## src/include/prd_pkg.sv

```systemverilog
// Constants, layouts and carrier types for the reference divider and clock steering block
package prd_pkg;

  ////////////////////////////////////////////////////////////////////////////
  // Widths and counts
  localparam int REF_DIV_W = 14;
  localparam int REF_UPPER_W = 6;
  localparam int REF_LOWER_W = 8;
  localparam int DIV_W = 5;
  localparam int OUT_CNT = 8;
  localparam int AXI_AW = 12;
  localparam int IDX_W = 10;

  // Pin positions in the synchroniser vector
  localparam int PIN_CNT = 4;
  localparam int PIN_REF = 0;
  localparam int PIN_REFC = 1;
  localparam int PIN_DIST = 2;
  localparam int PIN_OSC = 3;

  ////////////////////////////////////////////////////////////////////////////
  // Register indices; byte address is four times the index
  localparam logic [IDX_W-1:0] IDX_REF_UPPER = 10'h00b;
  localparam logic [IDX_W-1:0] IDX_REF_LOWER = 10'h00c;
  localparam logic [IDX_W-1:0] IDX_SRC_SEL = 10'h045;
  localparam logic [IDX_W-1:0] IDX_DIV_BASE = 10'h048;
  localparam logic [IDX_W-1:0] IDX_DIV_LAST = 10'h04f;
  localparam logic [IDX_W-1:0] IDX_PLL_CTRL = 10'h050;
  localparam logic [IDX_W-1:0] IDX_STATUS = 10'h051;

  // Field positions
  localparam int SRC_SEL_BIT = 0;
  localparam int PLL_ON_BIT = 0;
  localparam int DIVCFG_RATIO_LSB = 0;
  localparam int DIVCFG_HIGH_LSB = 8;
  localparam int DIVCFG_PHASE_LSB = 16;

  // Reset values
  localparam logic [REF_UPPER_W-1:0] RST_REF_UPPER = 6'h00;
  localparam logic [REF_LOWER_W-1:0] RST_REF_LOWER = 8'h00;
  localparam logic RST_SRC_SEL = 1'b1;
  localparam logic RST_PLL_ON = 1'b1;
  localparam logic [DIV_W-1:0] RST_DIV_FIELD = 5'h00;

  // Divider constants
  localparam logic [REF_DIV_W-1:0] REF_DIV_ZERO = 14'h0000;
  localparam logic [REF_DIV_W-1:0] REF_DIV_ONE = 14'h0001;

  // Bus answers
  localparam logic [1:0] RESP_OKAY = 2'h0;
  localparam logic [1:0] RESP_SLVERR = 2'h2;

  ////////////////////////////////////////////////////////////////////////////
  // Carrier types
  typedef struct packed {
    logic awvalid;
    logic [AXI_AW-1:0] awaddr;
    logic wvalid;
    logic [31:0] wdata;
    logic [3:0] wstrb;
    logic bready;
    logic arvalid;
    logic [AXI_AW-1:0] araddr;
    logic rready;
  } prd_axi_req_t;

  typedef struct packed {
    logic awready;
    logic wready;
    logic bvalid;
    logic [1:0] bresp;
    logic arready;
    logic rvalid;
    logic [31:0] rdata;
    logic [1:0] rresp;
  } prd_axi_rsp_t;

  typedef struct packed {
    logic [DIV_W-1:0] phase;
    logic [DIV_W-1:0] high_m1;
    logic [DIV_W-1:0] ratio_m1;
  } prd_div_cfg_t;

endpackage

```

## src/design/prd_clock_core.sv

```systemverilog
// Reference divider, input steering, phase detector and output dividers
//
// Notes on behaviour
// - Reference input divided by a fourteen-bit counter with programmable terminal count.
// - Any divide value from 1 to 16383 divides by exactly that.
// - Divide value zero acts as divide by one.
// - Upper six bits in one register, lower eight in the next.
// - Divided reference drives one phase detector input.
// - Source select zero feeds the second input to the output dividers.
// - After reset the first input feeds the output dividers.
// - Only the second input reaches the feedback path.
// - Each output divider divides by any integer from 1 to 32.
// - Each output divider has programmable duty cycle and phase start.
// - Without the loop either input can be steered to the outputs.
// - Loop section can be switched off while outputs keep running.
// - Pump pulses steer the undivided oscillator feedback to reference over divide.
//
// Chosen here: the AXI4-Lite interface to the registers.
`timescale 1ns/1ps
module prd_clock_core (
  input wire logic clk_in,
  input wire logic rst_in,
  input prd_pkg::prd_axi_req_t axi_in,
  output prd_pkg::prd_axi_rsp_t axi_out,
  input wire logic reference_input_in,
  input wire logic reference_input_complement_in,
  input wire logic distribution_clock_input_in,
  input wire logic oscillator_feedback_input_in,
  output logic pfd_ref_out,
  output logic pfd_fb_out,
  output logic pump_up_out,
  output logic pump_down_out,
  output logic [prd_pkg::OUT_CNT-1:0] dist_clk_out
);
  import prd_pkg::*;

  ////////////////////////////////////////////////////////////////////////////
  // Declarations
  logic [PIN_CNT-1:0] pin_s1;
  logic [PIN_CNT-1:0] pin_s2;
  logic [PIN_CNT-1:0] pin_s3;
  logic [REF_UPPER_W-1:0] ref_upper;
  logic [REF_LOWER_W-1:0] ref_lower;
  logic src_sel;
  logic pll_on;
  prd_div_cfg_t div_cfg [OUT_CNT];
  logic [OUT_CNT-1:0] div_load;
  logic aw_held;
  logic w_held;
  logic [IDX_W-1:0] aw_idx;
  logic [31:0] w_data;
  logic [3:0] w_strb;
  logic bvalid_q;
  logic [1:0] bresp_q;
  logic rvalid_q;
  logic [31:0] rdata_q;
  logic [1:0] rresp_q;
  logic [REF_DIV_W-1:0] ref_cnt;
  logic ref_pulse;
  logic fb_pulse;
  logic pump_up;
  logic pump_down;

  ////////////////////////////////////////////////////////////////////////////
  // Two-flop synchronisers on every pin, third flop for edges
  wire [PIN_CNT-1:0] pin_raw = {oscillator_feedback_input_in, distribution_clock_input_in,
    reference_input_complement_in, reference_input_in};

  always_ff @(posedge clk_in or posedge rst_in) begin
    if (rst_in) begin
      pin_s1 <= '0;
      pin_s2 <= '0;
      pin_s3 <= '0;
    end else begin
      pin_s1 <= pin_raw;
      pin_s2 <= pin_s1;
      pin_s3 <= pin_s2;
    end
  end

  // Differential reference and rising edges
  wire ref_level = pin_s2[PIN_REF] & ~pin_s2[PIN_REFC];
  wire ref_level_d = pin_s3[PIN_REF] & ~pin_s3[PIN_REFC];
  wire ref_edge = ref_level & ~ref_level_d;
  wire [PIN_CNT-1:0] pin_rise = pin_s2 & ~pin_s3;

  ////////////////////////////////////////////////////////////////////////////
  // Write channel decode
  wire aw_take = axi_in.awvalid & ~aw_held;
  wire w_take = axi_in.wvalid & ~w_held;
  wire wr_fire = aw_held & w_held & ~bvalid_q;
  wire hit_upper_w = aw_idx == IDX_REF_UPPER;
  wire hit_lower_w = aw_idx == IDX_REF_LOWER;
  wire hit_sel_w = aw_idx == IDX_SRC_SEL;
  wire hit_pll_w = aw_idx == IDX_PLL_CTRL;
  wire hit_div_w = (aw_idx >= IDX_DIV_BASE) && (aw_idx <= IDX_DIV_LAST);
  wire wr_mapped = hit_upper_w | hit_lower_w | hit_sel_w | hit_pll_w | hit_div_w;
  wire [2:0] div_sel_w = aw_idx[2:0];
  wire ref_reload = wr_fire & (hit_upper_w | hit_lower_w) & w_strb[0];

  // Address and data holding, taken in either order
  always_ff @(posedge clk_in or posedge rst_in) begin
    if (rst_in) begin
      aw_held <= 1'b0;
      aw_idx <= '0;
    end else if (aw_take) begin
      aw_held <= 1'b1;
      aw_idx <= axi_in.awaddr[AXI_AW-1:2];
    end else if (wr_fire) begin
      aw_held <= 1'b0;
    end
  end

  always_ff @(posedge clk_in or posedge rst_in) begin
    if (rst_in) begin
      w_held <= 1'b0;
      w_data <= '0;
      w_strb <= '0;
    end else if (w_take) begin
      w_held <= 1'b1;
      w_data <= axi_in.wdata;
      w_strb <= axi_in.wstrb;
    end else if (wr_fire) begin
      w_held <= 1'b0;
    end
  end

  // Write response
  always_ff @(posedge clk_in or posedge rst_in) begin
    if (rst_in) begin
      bvalid_q <= 1'b0;
      bresp_q <= RESP_OKAY;
    end else if (wr_fire) begin
      bvalid_q <= 1'b1;
      bresp_q <= wr_mapped ? RESP_OKAY : RESP_SLVERR;
    end else if (axi_in.bready) begin
      bvalid_q <= 1'b0;
    end
  end

  ////////////////////////////////////////////////////////////////////////////
  // Control registers
  always_ff @(posedge clk_in or posedge rst_in) begin
    if (rst_in) begin
      ref_upper <= RST_REF_UPPER;
      ref_lower <= RST_REF_LOWER;
      src_sel <= RST_SRC_SEL;
      pll_on <= RST_PLL_ON;
    end else if (wr_fire && w_strb[0]) begin
      if (hit_upper_w) ref_upper <= w_data[REF_UPPER_W-1:0];
      if (hit_lower_w) ref_lower <= w_data[REF_LOWER_W-1:0];
      if (hit_sel_w) src_sel <= w_data[SRC_SEL_BIT];
      if (hit_pll_w) pll_on <= w_data[PLL_ON_BIT];
    end
  end

  // Steered source for the output dividers, either input
  wire dist_level = src_sel ? pin_s2[PIN_DIST] : pin_s2[PIN_OSC];
  wire dist_edge = src_sel ? pin_rise[PIN_DIST] : pin_rise[PIN_OSC];

  // Output divider settings, one byte lane per field
  genvar g;
  generate
    for (g = 0; g < OUT_CNT; g++) begin : gen_out
      wire wr_this = wr_fire & hit_div_w & (div_sel_w == 3'(g));
      always_ff @(posedge clk_in or posedge rst_in) begin
        if (rst_in) begin
          div_cfg[g] <= '{RST_DIV_FIELD, RST_DIV_FIELD, RST_DIV_FIELD};
          div_load[g] <= 1'b0;
        end else begin
          div_load[g] <= wr_this;
          if (wr_this && w_strb[0]) div_cfg[g].ratio_m1 <= w_data[DIVCFG_RATIO_LSB +: DIV_W];
          if (wr_this && w_strb[1]) div_cfg[g].high_m1 <= w_data[DIVCFG_HIGH_LSB +: DIV_W];
          if (wr_this && w_strb[2]) div_cfg[g].phase <= w_data[DIVCFG_PHASE_LSB +: DIV_W];
        end
      end
      // Each output runs from the steered source, independent of the loop
      prd_out_divider u_div (
        .clk_in(clk_in),
        .rst_in(rst_in),
        .src_edge_in(dist_edge),
        .src_level_in(dist_level),
        .cfg_in(div_cfg[g]),
        .load_in(div_load[g]),
        .clk_out(dist_clk_out[g]),
        .tick_out()
      );
    end
  endgenerate

  ////////////////////////////////////////////////////////////////////////////
  // Read channel
  wire ar_take = axi_in.arvalid & ~rvalid_q;
  wire [IDX_W-1:0] ar_idx = axi_in.araddr[AXI_AW-1:2];
  wire hit_div_r = (ar_idx >= IDX_DIV_BASE) && (ar_idx <= IDX_DIV_LAST);
  wire [2:0] div_sel_r = ar_idx[2:0];
  wire [31:0] div_word = {11'h000, div_cfg[div_sel_r].phase, 3'h0, div_cfg[div_sel_r].high_m1,
    3'h0, div_cfg[div_sel_r].ratio_m1};
  wire [31:0] stat_word = {2'h0, ref_cnt, dist_clk_out, 4'h0, pump_down, pump_up, pll_on, src_sel};
  wire rd_hit = (ar_idx == IDX_REF_UPPER) | (ar_idx == IDX_REF_LOWER) | (ar_idx == IDX_SRC_SEL) |
    (ar_idx == IDX_PLL_CTRL) | (ar_idx == IDX_STATUS) | hit_div_r;
  wire [31:0] rd_word =
    (ar_idx == IDX_REF_UPPER) ? {26'h000_0000, ref_upper} :
    (ar_idx == IDX_REF_LOWER) ? {24'h00_0000, ref_lower} :
    (ar_idx == IDX_SRC_SEL) ? {31'h0000_0000, src_sel} :
    (ar_idx == IDX_PLL_CTRL) ? {31'h0000_0000, pll_on} :
    (ar_idx == IDX_STATUS) ? stat_word :
    hit_div_r ? div_word : 32'h0000_0000;

  // Read data is caught on the address edge
  always_ff @(posedge clk_in or posedge rst_in) begin
    if (rst_in) begin
      rvalid_q <= 1'b0;
      rdata_q <= '0;
      rresp_q <= RESP_OKAY;
    end else if (ar_take) begin
      rvalid_q <= 1'b1;
      rdata_q <= rd_word;
      rresp_q <= rd_hit ? RESP_OKAY : RESP_SLVERR;
    end else if (axi_in.rready) begin
      rvalid_q <= 1'b0;
    end
  end

  // Bus answer
  assign axi_out = '{awready: ~aw_held, wready: ~w_held, bvalid: bvalid_q, bresp: bresp_q,
    arready: ~rvalid_q, rvalid: rvalid_q, rdata: rdata_q, rresp: rresp_q};

  ////////////////////////////////////////////////////////////////////////////
  // Reference divider
  wire [REF_DIV_W-1:0] ref_div = {ref_upper, ref_lower};
  wire [REF_DIV_W-1:0] ref_term = (ref_div == REF_DIV_ZERO) ? REF_DIV_ONE : ref_div;
  wire ref_wrap = ref_cnt >= ref_term - REF_DIV_ONE;

  // Counts reference edges, pulses and reloads at terminal count
  always_ff @(posedge clk_in or posedge rst_in) begin
    if (rst_in) begin
      ref_cnt <= REF_DIV_ZERO;
      ref_pulse <= 1'b0;
    end else if (!pll_on || ref_reload) begin
      ref_cnt <= REF_DIV_ZERO;
      ref_pulse <= 1'b0;
    end else begin
      ref_pulse <= ref_edge & ref_wrap;
      if (ref_edge) ref_cnt <= ref_wrap ? REF_DIV_ZERO : ref_cnt + REF_DIV_ONE;
    end
  end

  ////////////////////////////////////////////////////////////////////////////
  // Phase detector: first arrival raises its pump, both clear together
  wire up_any = pump_up | ref_pulse;
  wire dn_any = pump_down | fb_pulse;
  wire pfd_clear = up_any & dn_any;

  always_ff @(posedge clk_in or posedge rst_in) begin
    if (rst_in) begin
      fb_pulse <= 1'b0;
      pump_up <= 1'b0;
      pump_down <= 1'b0;
    end else begin
      fb_pulse <= pll_on & pin_rise[PIN_OSC];
      pump_up <= pll_on & up_any & ~pfd_clear;
      pump_down <= pll_on & dn_any & ~pfd_clear;
    end
  end

  assign pfd_ref_out = ref_pulse;
  assign pfd_fb_out = fb_pulse;
  assign pump_up_out = pump_up;
  assign pump_down_out = pump_down;

  ////////////////////////////////////////////////////////////////////////////
  // Edges since the last reference pulse, for checking only
  logic [REF_DIV_W:0] ref_edges;
  logic ref_seen;
  always_ff @(posedge clk_in or posedge rst_in) begin
    if (rst_in) begin
      ref_edges <= '0;
      ref_seen <= 1'b0;
    end else if (!pll_on || ref_reload) begin
      ref_edges <= '0;
      ref_seen <= 1'b0;
    end else if (ref_pulse) begin
      ref_edges <= {{REF_DIV_W{1'b0}}, ref_edge};
      ref_seen <= 1'b1;
    end else if (ref_edge) begin
      ref_edges <= ref_edges + 1'b1;
    end
  end
endmodule

```

## src/design/prd_out_divider.sv

```systemverilog
// One distribution output divider with duty cycle and phase start
`timescale 1ns/1ps
module prd_out_divider (
  input wire logic clk_in,
  input wire logic rst_in,
  input wire logic src_edge_in,
  input wire logic src_level_in,
  input prd_pkg::prd_div_cfg_t cfg_in,
  input wire logic load_in,
  output logic clk_out,
  output logic tick_out
);
  import prd_pkg::*;

  logic [DIV_W-1:0] cnt;
  logic [DIV_W-1:0] next_cnt;
  logic [DIV_W:0] edge_seen;
  logic period_seen;

  ////////////////////////////////////////////////////////////////////////////
  // Count decode
  wire wrap = cnt >= cfg_in.ratio_m1;
  wire bypass = cfg_in.ratio_m1 == RST_DIV_FIELD;
  wire [DIV_W-1:0] phase_start = (cfg_in.phase > cfg_in.ratio_m1) ? RST_DIV_FIELD : cfg_in.phase;
  // Reload on new setting, else step per source edge
  assign next_cnt = load_in ? phase_start :
    (src_edge_in ? (wrap ? RST_DIV_FIELD : cnt + 1'b1) : cnt);
  // High for high_m1+1 of each period, raw level when dividing by one
  wire next_level = bypass ? src_level_in : (next_cnt <= cfg_in.high_m1);

  // Counter and output flops
  always_ff @(posedge clk_in or posedge rst_in) begin
    if (rst_in) begin
      cnt <= RST_DIV_FIELD;
      clk_out <= 1'b0;
      tick_out <= 1'b0;
    end else begin
      cnt <= next_cnt;
      clk_out <= next_level;
      tick_out <= src_edge_in & wrap & ~load_in;
    end
  end

  ////////////////////////////////////////////////////////////////////////////
  // Edges since the last wrap, for checking only
  always_ff @(posedge clk_in or posedge rst_in) begin
    if (rst_in) begin
      edge_seen <= '0;
      period_seen <= 1'b0;
    end else if (load_in) begin
      edge_seen <= '0;
      period_seen <= 1'b0;
    end else if (src_edge_in) begin
      edge_seen <= wrap ? '0 : edge_seen + 1'b1;
      period_seen <= period_seen | wrap;
    end
  end
endmodule

```

## config.mk

```make
export PLATFORM = sky130hd
export DESIGN_NAME = prd_clock_core
export DESIGN_NICKNAME = d
export VERILOG_FILES = /design/src/include/prd_pkg.sv /design/src/design/prd_clock_core.sv /design/src/design/prd_out_divider.sv
export SDC_FILE = /design/constraint.sdc
export NUM_CORES = 1
export LEC_CHECK = 0
export ABC_AREA = 1
export BUFFER_PORTS_ARGS = -buffer_cell sky130_fd_sc_hd__buf_4
export CAP_MARGIN = 25
export CORE_MARGIN = 2
export CORE_UTILIZATION = 37
export CTS_BUF_LIST = sky130_fd_sc_hd__clkbuf_4 sky130_fd_sc_hd__clkbuf_8
export DETAILED_ROUTE_END_ITERATION = 8
export PLACE_DENSITY_LB_ADDON = 0.05
export SLEW_MARGIN = 20
export SYNTH_ARGS = -nofsm -noshare
export SYNTH_HDL_FRONTEND = slang
export SYNTH_SLANG_ARGS = --single-unit
```

## constraint.sdc

```tcl
create_clock -name clk_in -period 13.4 [get_ports clk_in]
set_clock_uncertainty 0.05 [all_clocks]
set_input_delay 1.34 -clock clk_in [delete_from_list [all_inputs] [get_ports clk_in]]
set_output_delay 1.34 -clock clk_in [all_outputs]
set_load 0.01 [all_outputs]
```

==> key figures, run 1 <==
Run status
  • Status: finished, final reports clean

Die
  • Chip Height: 220 um
  • Initial cell density of the core: 37.7%
  • IO Pins: 124
  • Core area: 45,700 sq um
  • Die X: 220 um
  • Cell Rows: 78
  • Total Die Area: 48,200 sq um

Worst setup path
  • Critical path, cell by cell: nor2_1, nand2_1, nor2_1, nand4_1, nand2_1, inv_1, ha_1, nand2_1, inv_1, nand2_1, xor2_1, ha_1, nand2_1, inv_1, nand2_1, nand2_1, a21oi_1, nand3_1, nor2_4, nand2_1, nand2_1
  • Critical path buffers and inverters: 3
  • Max FO, Critical Path: 8
  • Worst Path Arrival: 3940 ps
  • R2R cell count: 21
  • Reg2reg start: ref_lower[5]
  • CP Depth: 21
  • Element type at the critical path start: flop
  • Worst path most repeated cell: nand2_1
  • Worst path required time: 13,920 ps
  • Worst Setup SP: ref_lower[5]
  • CP peak stage delay: 460 ps
  • Kind of critical path: reg -> reg
  • Critical path endpoint category: flop
  • CP delay by family, top: simple AND/OR/NAND/NOR gates
  • Slowest cell on crit path: dfrtp_1

Global route
  • First-pass GRT wire length: 83.2 mm
  • GRT met2 Usage: 36.4%
  • GR met1 Demand/Resource: 31.6%
  • Most Crowded Layer GR: met2
  • M3 GR Usage: 4.35%
  • Overflow after GRT: 0
  • Vias in the first global route: 14,200
  • Total GRT Usage: 22.9%
  • Largest net degree at the start of global routing: 168
  • Antenna violations before repair: 2

Job
  • Max-cap viol count: 0

Min path
  • Hold Path Class: reg -> reg
  • Hold path startpoint: pin_s1[0]
  • Hold depth: 0

Placed design
  • RD Place Congestion: 0.929
  • Buffers on Ports: 100
  • Placed Instances: 2,790
  • HPWL Detailed: 39.5 mm

Timing
  • Fin. Hold Viols: 0
  • Slew Limit Fails: 0
  • Period Utilization, post-route: 25.5%
  • RSZ-0062 raised after global routing: false
  • Setup TNS Final: 0 ps
  • Relative slew slack: 34.0%
  • Min cycle time layout: 3420 ps
  • Endpoints failing setup: 0
  • Slew @ Worst Pin: 990 ps
  • F_max: 293 MHz

Routing
  • WL per Instance: 18.9 um
  • Drt pass-1 iters: 5
  • Initial DRC count: 1,139
  • Drt total wl: 54.6 mm
  • Via count: 14,600
  • ANT nets after route: 0
  • DRC: 0
  • Vias per std cell: 5.07

Power and ir drop
  • Total power: 3.05 mW
  • Maximum VDD drop: 122 uV
  • Pwr/cell area: 155 nW/um^2
  • Leakage: 10.2 nW

Clock network
  • Clk buf depth: 3
  • Clock transition at the registers of the reported paths: 60 ps
  • Clk sink count: 289
  • Clk_lat worst skew: 650 ps
  • # Post-CTS Setup Buffers: 0
  • Clk root buf: clkbuf_8
  • TritonCTS Buffers: 54
  • Hold-fix buffer count after cts: 0
  • CTS tree: yes
  • Htree depth: 2
  • Post-cts repair resize count: 0

Logic synthesis
  • Primary FF master, synth: dfrtp_1
  • Flops & latches, synth: 289
  • Synth area leader: dfrtp_1
  • Cells after Synth: 2,140
  • Synth top area cells: dfrtp_1, nand2_1, ha_1
  • Synth top area share: 41.8%
  • Seq/Total Area, Yosys: 42.1%
  • Synthesis Warnings: 0
  • Post-Synthesis Cell Area: 17,200 sq um
  • Async set-reset flop share out of synthesis: 100%
  • Most frequent cell after synthesis: nand2_1
  • Synth Area per Inst: 8.04 sq um
  • Most frequent cells after synthesis: nand2_1, dfrtp_1, inv_1
  • Post-synth EDFFs: 0
  • Post-synthesis cell type count: 45

Layout
  • Final Non-Filler Cells: 2,885
  • ANT cells: 0
  • # nets final: 2,461
  • Layout cells sized above 1: 12.3%
  • Area Growth Syn to Fin: 14.3%
==> cells by family (layout without fill, tap and decap cells) <==
family,Yosys count,after routing,synth area share [%]
mux,12,12,0.742
flops,289,289,42.1
fa+ha+maj,144,144,10.5
buf+inv,308,450,7.33
simple gates,1003,1003,26.6
other cells,1,4,0.0218
xor+xnor,44,44,2.24
compound gates,339,339,10.5
==> state kept, by name (all words and copies together), names as in the netlist, 6 cells and up <==
signal and count:
aw_idx 10, gen_out.u_div.clk_out 8, ref_cnt 14, div_cfg 120
rdata_q 30, ref_upper 6, div_load 8, w_data 18
ref_lower 8, gen_out.u_div.cnt 40
==> cells in the final DEF (no fill, tap or decap), drive strengths merged <==
| master | count |
|---|---|
| xor2 | 40 |
| buf | 108 |
| xnor2 | 4 |
| o21bai | 9 |
| dfstp | 2 |
| a21o | 2 |
| nor2 | 141 |
| dfrtp | 287 |
| o21ai | 199 |
| and3 | 1 |
| nand3 | 153 |
| ha | 144 |
| a22oi | 3 |
| nor3 | 36 |
| conb | 4 |
| inv | 249 |
| mux2 | 6 |
| mux2i | 6 |
| o221ai | 7 |
| nand2 | 616 |
| nand3b | 1 |
| o211ai | 9 |
| a21oi | 97 |
| a31oi | 6 |
| o31ai | 6 |
| clkbuf | 89 |
| or2 | 7 |
| o22ai | 1 |
| clkinv | 4 |
| nand4 | 45 |
| nor4 | 3 |
==> final cells by class <==
type / instances / area, sq um
clock buffers: 89 / 1140
clock inverters: 6 / 37.5
fillers: 4703 / 26000
inverters: 247 / 935
multi-input cells: 1546 / 8720
flip-flops and latches: 289 / 7230
well taps: 600 / 751
repair buffers: 108 / 843
==> metal layers <==
metal  wire, um  up-vias
met5          0        -
met4       1480        0
met3       3370       94
met2      24500      377
met1      25200     6906
li1           -     7261
==> worst paths after layout <==
kind	endpoint	slack (ps)
worst max-delay path	ref_cnt[1]	9980
worst min-delay path	pin_s2[0]	300
worst max register to register	ref_cnt[1]	9980
worst min register to register	pin_s2[0]	300
max in group asynchronous	pin_s2[0]	11040
min in group asynchronous	gen_out[6].u_div.cnt[0]	810
==> per-stage QoR <==
step | util, % | hold slack [ps] | instance area [sq um] | setup slack, ps
2_1_floorplan | - | 281 | 17200 | 4040
3_3_place_gp | 40.4 | 284 | 18500 | 9480
3_5_place_dp | 40.5 | 286 | 18500 | 9460
4_1_cts | 43.0 | 301 | 19700 | 9910
5_1_grt | 43.0 | 308 | 19700 | 9630
6_report | 43.0 | 298 | 19700 | 9980
==> where the power goes <==
| group | switching (mW) | leakage, nW | internal [mW] |
|---|---|---|---|
| Clock | 0.401 | 0.631 | 0.535 |
| Sequential | 0.119 | 3.85 | 0.986 |
| Combinational | 0.682 | 5.71 | 0.323 |
| Total | 1.20 | 10.2 | 1.84 |
No activity file was read; power rests on OpenSTA's default activity.
==> inputs of run 2 (changes only) <==
clock period = 3.4 ns   (was 13.4 ns; I/O delays follow)
==> run 2 against run 1 <==
  * Die area unchanged
  * First-iteration DRC count fell by 9.8%
  * Largest cell class unchanged
  * Sequential share of layout area is 1.2 points lower
  * Global-route usage increased by 0.36 points
  * Sequential power grew to 3.9 times the previous value
  * Non-clock buffer count up 59
  * Critical endpoint unchanged
==> key figures, run 2 (synthesized netlist as in run 1, its figures left out) <==
Placed design
  • RD Place Congestion: 0.870 (-6.4%)
  • HPWL Detailed: 40.5 mm (+2.5%)
  • Area after DPL: 18,700 sq um (+1.1%)
  • Buffers on Ports: 100 (unchanged)

Power and ir drop
  • Sw Ratio: 38.7% (-0.76 points)
  • Internal power: 7.55 mW (+310%)
  • Maximum VDD drop: 566 uV (+370%)
  • Pwr/cell area: 606 nW/um^2 (+290%)
  • Sequential share of power: 34.8% (-1.5 points)
  • Switching pwr: 4.76 mW (+300%)
  • Leakage: 10.5 nW (+3.0%)
  • Total power: 12.3 mW (+300%)
  • Clock power share: 31.3% (+0.6 points)
  • Logic gate share of total power: 33.8% (+0.8 points)

Clock network
  • CTS tree: yes
  • Clk sink count: 289 (unchanged)
  • Clock transition at the registers of the reported paths: 60 ps (about the same)
  • Clk_lat worst skew: 650 ps (about the same)
  • Htree depth: 2 (unchanged)
  • Clk root buf: clkbuf_8
  • TritonCTS Buffers: 55 (+1.9%)
  • Clk buf depth: 3 (unchanged)
  • # Post-CTS Setup Buffers: 0 (unchanged)

Layout
  • Largest Register: div_cfg
  • Layout cells sized above 1: 13.0% (+0.75 points)
  • Max reg flops: 120 (unchanged)
  • Most common cell after layout, fill and taps aside: nand2_1
  • # nets final: 2,521 (+2.4%)
  • ANT cells: 0 (unchanged)
  • Most frequent cells in the layout: nand2_1, dfrtp_1, inv_1
  • Area Growth Syn to Fin: 18.2%
  • Final instance area: 20,300 sq um (+3.4%)
  • Biggest regs: div_cfg (120), gen_out.u_div.cnt (40), rdata_q (30)

Die
  • IO Pins: 124 (unchanged)
  • Initial cell density of the core: 37.7% (unchanged)
  • Die X: 220 um (unchanged)
  • Total Die Area: 48,200 sq um (unchanged)
  • Cell Rows: 78 (unchanged)
  • Core area: 45,700 sq um (unchanged)
  • Chip Height: 220 um (unchanged)

Timing
  • Relative slew slack: 37.2% (+3.2 points)
  • Min cycle time layout: 3070 ps (-346 ps)
  • F_max: 326 MHz (+11%)
  • Period Utilization, post-route: 90.3% (+65 points)
  • Endpoints failing setup: 0 (unchanged)
  • Fin. Hold Viols: 0 (unchanged)
  • Slew Limit Fails: 0 (unchanged)
  • RSZ-0062 raised after global routing: false
  • Slew @ Worst Pin: 941 ps (-49.3 ps)

Global route
  • First-pass GRT wire length: 84.6 mm (+1.7%)
  • Total GRT Usage: 23.3% (+0.36 points)
  • Largest net degree at the start of global routing: 57 (-66%)
  • Overflow after GRT: 0 (unchanged)
  • Antenna violations before repair: 0 (-2)
  • Vias in the first global route: 14,500 (+1.6%)

Worst setup path
  • Worst path required time: 3930 ps (-9990 ps)
  • Max FO, Critical Path: 8 (unchanged)
  • Element type at the critical path start: flop
  • Critical path endpoint category: flop
  • Kind of critical path: reg -> reg
  • Worst Path Arrival: 3600 ps (-340 ps)

Routing
  • DRC: 0 (unchanged)
  • Drt total wl: 54.9 mm (+0.54%)
  • Via count: 14,800 (+1.2%)
  • ANT nets after route: 0 (unchanged)
  • Drt pass-1 iters: 5 (unchanged)
  • Vias per std cell: 5.03 (-0.89%)
  • WL per Instance: 18.6 um (-1.5%)
  • Initial DRC count: 1,027 (-9.8%)

Run status
  • Status: finished, final reports clean

Job
  • Max-cap viol count: 0 (unchanged)

Min path
  • Hold Path Class: in -> reg
## run 2: changes by cell type in the layout (fill, tap and decap cells not counted), sizes merged
cell and change:
clkbuf -3, bufinv +3, clkinv +1, clkinvlp +2, dlygate4sd3 +38, inv -2, buf +21
## run 2: timing repair
action                                 CTS  global route
hold buffers                            38             0
resized for setup                        0             3
setup endpoints to repair                0            12
endpoints found under the hold margin   65             0
## run 2: worst max-delay path, stage by stage (launching register included)
cell and delay (ps):
dfrtp_1 420, nor2_1 120, nand2_1 80, nor2_1 170, nand4_1 170, nand2_1 90
inv_1 70, ha_1 220, nand2_1 130, inv_1 70, nand2_1 80, xor2_1 170
ha_1 250, nand2_1 110, inv_1 50, nand2_1 60, nand2_1 60, a21oi_2 140
nand3_2 130, nor2_4 240, nand2_1 80, nand2_1 60
## run 2: final timing paths
check / startpoint / end / slack, ps / cells past startpoint
hold / removal: axi_in[51] / w_held / 120 / 3
max in group asynchronous: rst_in / src_sel / 2190 / 5
min in group asynchronous: rst_in / gen_out[6].u_div.cnt[2] / 200 / 3
hold reg to reg: pin_s1[0] / pin_s2[0] / 290 / 0
setup reg to reg: ref_lower[7] / ref_cnt[1] / 330 / 21
setup / recovery: ref_lower[7] / ref_cnt[1] / 330 / 21
## run 2: power groups by stage
| stage | clock (mW) | sequential [mW] | combinational, mW |
|---|---|---|---|
| after floorplan | 0 | 4.21 | 2.78 |
| after global placement | 0 | 4.34 | 4.03 |
| after detailed placement | 0 | 4.35 | 4.12 |
| after CTS | 3.97 | 4.29 | 4.17 |
| after global routing | 4.11 | 4.35 | 4.72 |
| final | 3.86 | 4.29 | 4.17 |
## run 2: cell type report
cell class                 instances  area [sq um]
tap                              600           751
timing repair buffer             167          1440
multi-input combinational       1546          8730
sequential                       289          7230
clock inverter                    10           131
inverter                         247           931
fill                            4661         25300
clock buffer                      86          1110
## run 2: per-stage QoR
step | hold slack, ps | TNS (ps) | util (%) | std cells | setup WS [ps]
2_1_floorplan | 281 | -235790 | - | 2143 | -822
3_3_place_gp | 284 | 0 | 40.9 | 2809 | 291
3_5_place_dp | 285 | 0 | 40.9 | 2810 | 260
4_1_cts | 90.8 | 0 | 44.4 | 2944 | 243
5_1_grt | 132 | 0 | 44.5 | 2945 | 0.266
6_report | 122 | 0 | 44.5 | 2945 | 331
## run 2: layer usage
layer / track usage (%) / vias to the layer above / share of wire, %
met5: 0 / - / 0
li1: - / 7377 / -
met3: 3.82 / 93 / 5.4
met4: 7.36 / 0 / 2.8
met2: 37.0 / 356 / 45
met1: 32.4 / 6984 / 47
==> inputs of run 3 (changes only) <==
CORE_UTILIZATION = 60   (was 37)
==> run 3 against run 2 <==
  * Fmax increased by 0.92%
  * Power fell by 2.6%
  * Non-clock buffer count decreased by 7
  * Flip-flop and latch count is the same
  * Register-to-register slack improved by 30 ps
  * Critical endpoint is now ref_cnt[7]
  * Largest cell class unchanged
  * Highest routed layer unchanged
==> key figures, run 3 (synthesized netlist as in run 1, its figures left out) <==
Routing
  • Via count: 15,300 (+3.3%)
  • Drt total wl: 48.7 mm (-11%)
  • Drt pass-1 iters: 5 (unchanged)
  • Met2 WL: 22.2 mm (-10%)
  • Vias per std cell: 5.64 (+12%)
  • ANT nets after route: 0 (unchanged)
  • DRC: 0 (unchanged)
  • Metal1 wirelength: 20.4 mm (-20%)
  • Metal3 WL: 4.04 mm (+36%)
  • Initial DRC count: 1,455 (+42%)
  • WL per Instance: 17.9 um (-3.7%)
  • Highest metal used: met4

Timing
  • Relative slew slack: 48.6% (+11 points)
  • Min cycle time layout: 3040 ps (-28.0 ps)
  • Endpoints failing setup: 0 (unchanged)
  • Period Utilization, post-route: 89.5% (-0.82 points)
  • Hold WS: 188 ps (+66.3 ps)
  • F_max: 329 MHz (+0.92%)
  • Fin. Hold Viols: 0 (unchanged)
  • Slew Limit Fails: 0 (unchanged)
  • Slew @ Worst Pin: 765 ps (-176 ps)

Layout
  • Area Growth Syn to Fin: 15.6%
  • Most frequent cells in the layout: nand2_1, dfrtp_1, inv_1
  • Biggest regs: div_cfg (120), gen_out.u_div.cnt (40), rdata_q (30)
  • Max reg flops: 120 (unchanged)
  • ANT cells: 0 (unchanged)
  • Most common cell after layout, fill and taps aside: nand2_1
  • Final instance area: 19,900 sq um (-2.2%)
  • Area of the multi-input gates: 8740 sq um (about the same)
  • Layout cells sized above 1: 12.6% (-0.41 points)
  • Fillers: 2,337 (-50%)
  • # nets final: 2,509 (-0.48%)
  • Reg area: 7230 sq um (unchanged)
  • Largest Register: div_cfg

Die
  • Core area: 28,000 sq um (-39%)
  • Cell Rows: 61 (-22%)
  • Chip Height: 173 um (-21%)
  • Total Die Area: 30,000 sq um (-38%)
  • IO Pins: 124 (unchanged)
  • Initial cell density of the core: 61.4% (+24 points)
  • Die X: 173 um (-21%)

Clock network
  • Clk sink count: 289 (unchanged)
  • Clk_lat worst skew: 580 ps (-70 ps)
  • Clock transition at the registers of the reported paths: 60 ps (about the same)
  • Htree depth: 2 (unchanged)
  • Clk root buf: clkbuf_8
  • CTS tree: yes
  • Clk buf depth: 3 (unchanged)
  • TritonCTS Buffers: 50 (-9.1%)

Worst setup path
  • Critical path endpoint category: flop
  • Worst Path Arrival: 3510 ps (-90 ps)
  • Kind of critical path: reg -> reg
  • Element type at the critical path start: flop
  • R2R cell count: 21 (unchanged)
  • Max FO, Critical Path: 8 (unchanged)
  • Worst path required time: 3870 ps (-60 ps)

Placed design
  • Buffers on Ports: 100 (unchanged)
  • HPWL Detailed: 35.4 mm (-13%)
  • RD Place Congestion: 0.948 (+9.1%)
  • Area after DPL: 18,300 sq um (-2.0%)

Global route
  • Overflow after GRT: 0 (unchanged)
  • Total GRT Usage: 32.7% (+9.4 points)
  • Antenna violations before repair: 0 (unchanged)
  • Vias in the first global route: 14,800 (+2.4%)
  • Largest net degree at the start of global routing: 94 (+65%)
  • First-pass GRT wire length: 77.5 mm (-8.4%)

Min path
  • Hold depth: 6 (+3)
  • Hold Path Class: in -> reg

Power and ir drop
  • Leakage: 10.4 nW (-0.87%)
  • Pwr/cell area: 603 nW/um^2 (-0.40%)
  • Maximum VDD drop: 477 uV (-16%)

Run status
  • Status: finished, final reports clean

Job
  • Max-cap viol count: 0 (unchanged)
-- run 3: repair_timing --
action | 4_1_cts | 5_1_grt
endpoints found under the hold margin | 44 | 0
setup buffers | 0 | 2
hold buffers | 38 | 0
setup endpoints to repair | 0 | 14
resized for setup | 0 | 4
-- run 3: through the flow --
stage	worst slack [ps]	std cells	setup TNS [ps]	total power, mW	utilization, %
after floorplan	-822	2143	-235790	7.00	-
after global placement	211	2580	0	8.05	65.4
after detailed placement	139	2580	0	8.21	65.4
after CTS	122	2710	0	11.8	70.8
after global routing	-16.1	2712	-48.9	12.7	71.0
final	359	2712	0	12.0	71.0
-- run 3: report_power, final --
part | total [mW] | internal, mW | switching [mW] | leakage (nW)
Clock | 3.59 | 2.13 | 1.47 | 0.615
Combinational | 4.10 | 1.39 | 2.72 | 5.94
Sequential | 4.30 | 3.89 | 0.409 | 3.85
-- run 3: area by class of cell --
class / count / share of cell area, %
multi-input cells: 1546 / 43.9
inverters: 247 / 4.68
flip-flops and latches: 289 / 36.4
clock inverters: 12 / 0.692
clock buffers: 80 / 5.13
well taps: 378 / 2.38
repair buffers: 160 / 6.77
-- run 3: final timing paths --
| kind | slack [ps] | end | start |
|---|---|---|---|
| setup reg to reg | 360 | ref_cnt[7] | ref_lower[7] |
| max in group asynchronous | 2110 | div_cfg[87] | rst_in |
| min in group asynchronous | 260 | div_load[7] | rst_in |
| hold reg to reg | 300 | pin_s2[2] | pin_s1[2] |
| hold / removal | 190 | rdata_q[3] | axi_in[8] |
| setup / recovery | 360 | ref_cnt[7] | ref_lower[7] |
-- run 3: routing by layer --
| metal | vias to the layer above | GRT usage, % |
|---|---|---|
| li1 | 7356 | - |
| met4 | 0 | 13.8 |
| met5 | - | 0 |
| met3 | 135 | 6.43 |
| met2 | 588 | 52.5 |
| met1 | 7214 | 43.6 |
-- run 3: worst max-delay path: stages (launching register included) --
cell and delay [ps]:
dfrtp_1 440, nor2_1 150, nand2_1 90, nor2_1 150
nand4_1 150, nand2_1 90, inv_1 80, ha_1 210
nand2_1 120, inv_1 70, nand2_1 70, xor2_1 140
ha_1 240, nand2_1 100, inv_1 40, nand2_1 50
nand2_1 60, a21oi_2 190, nand3_4 140, nor2_4 210
nand2_1 80, nand2_1 60
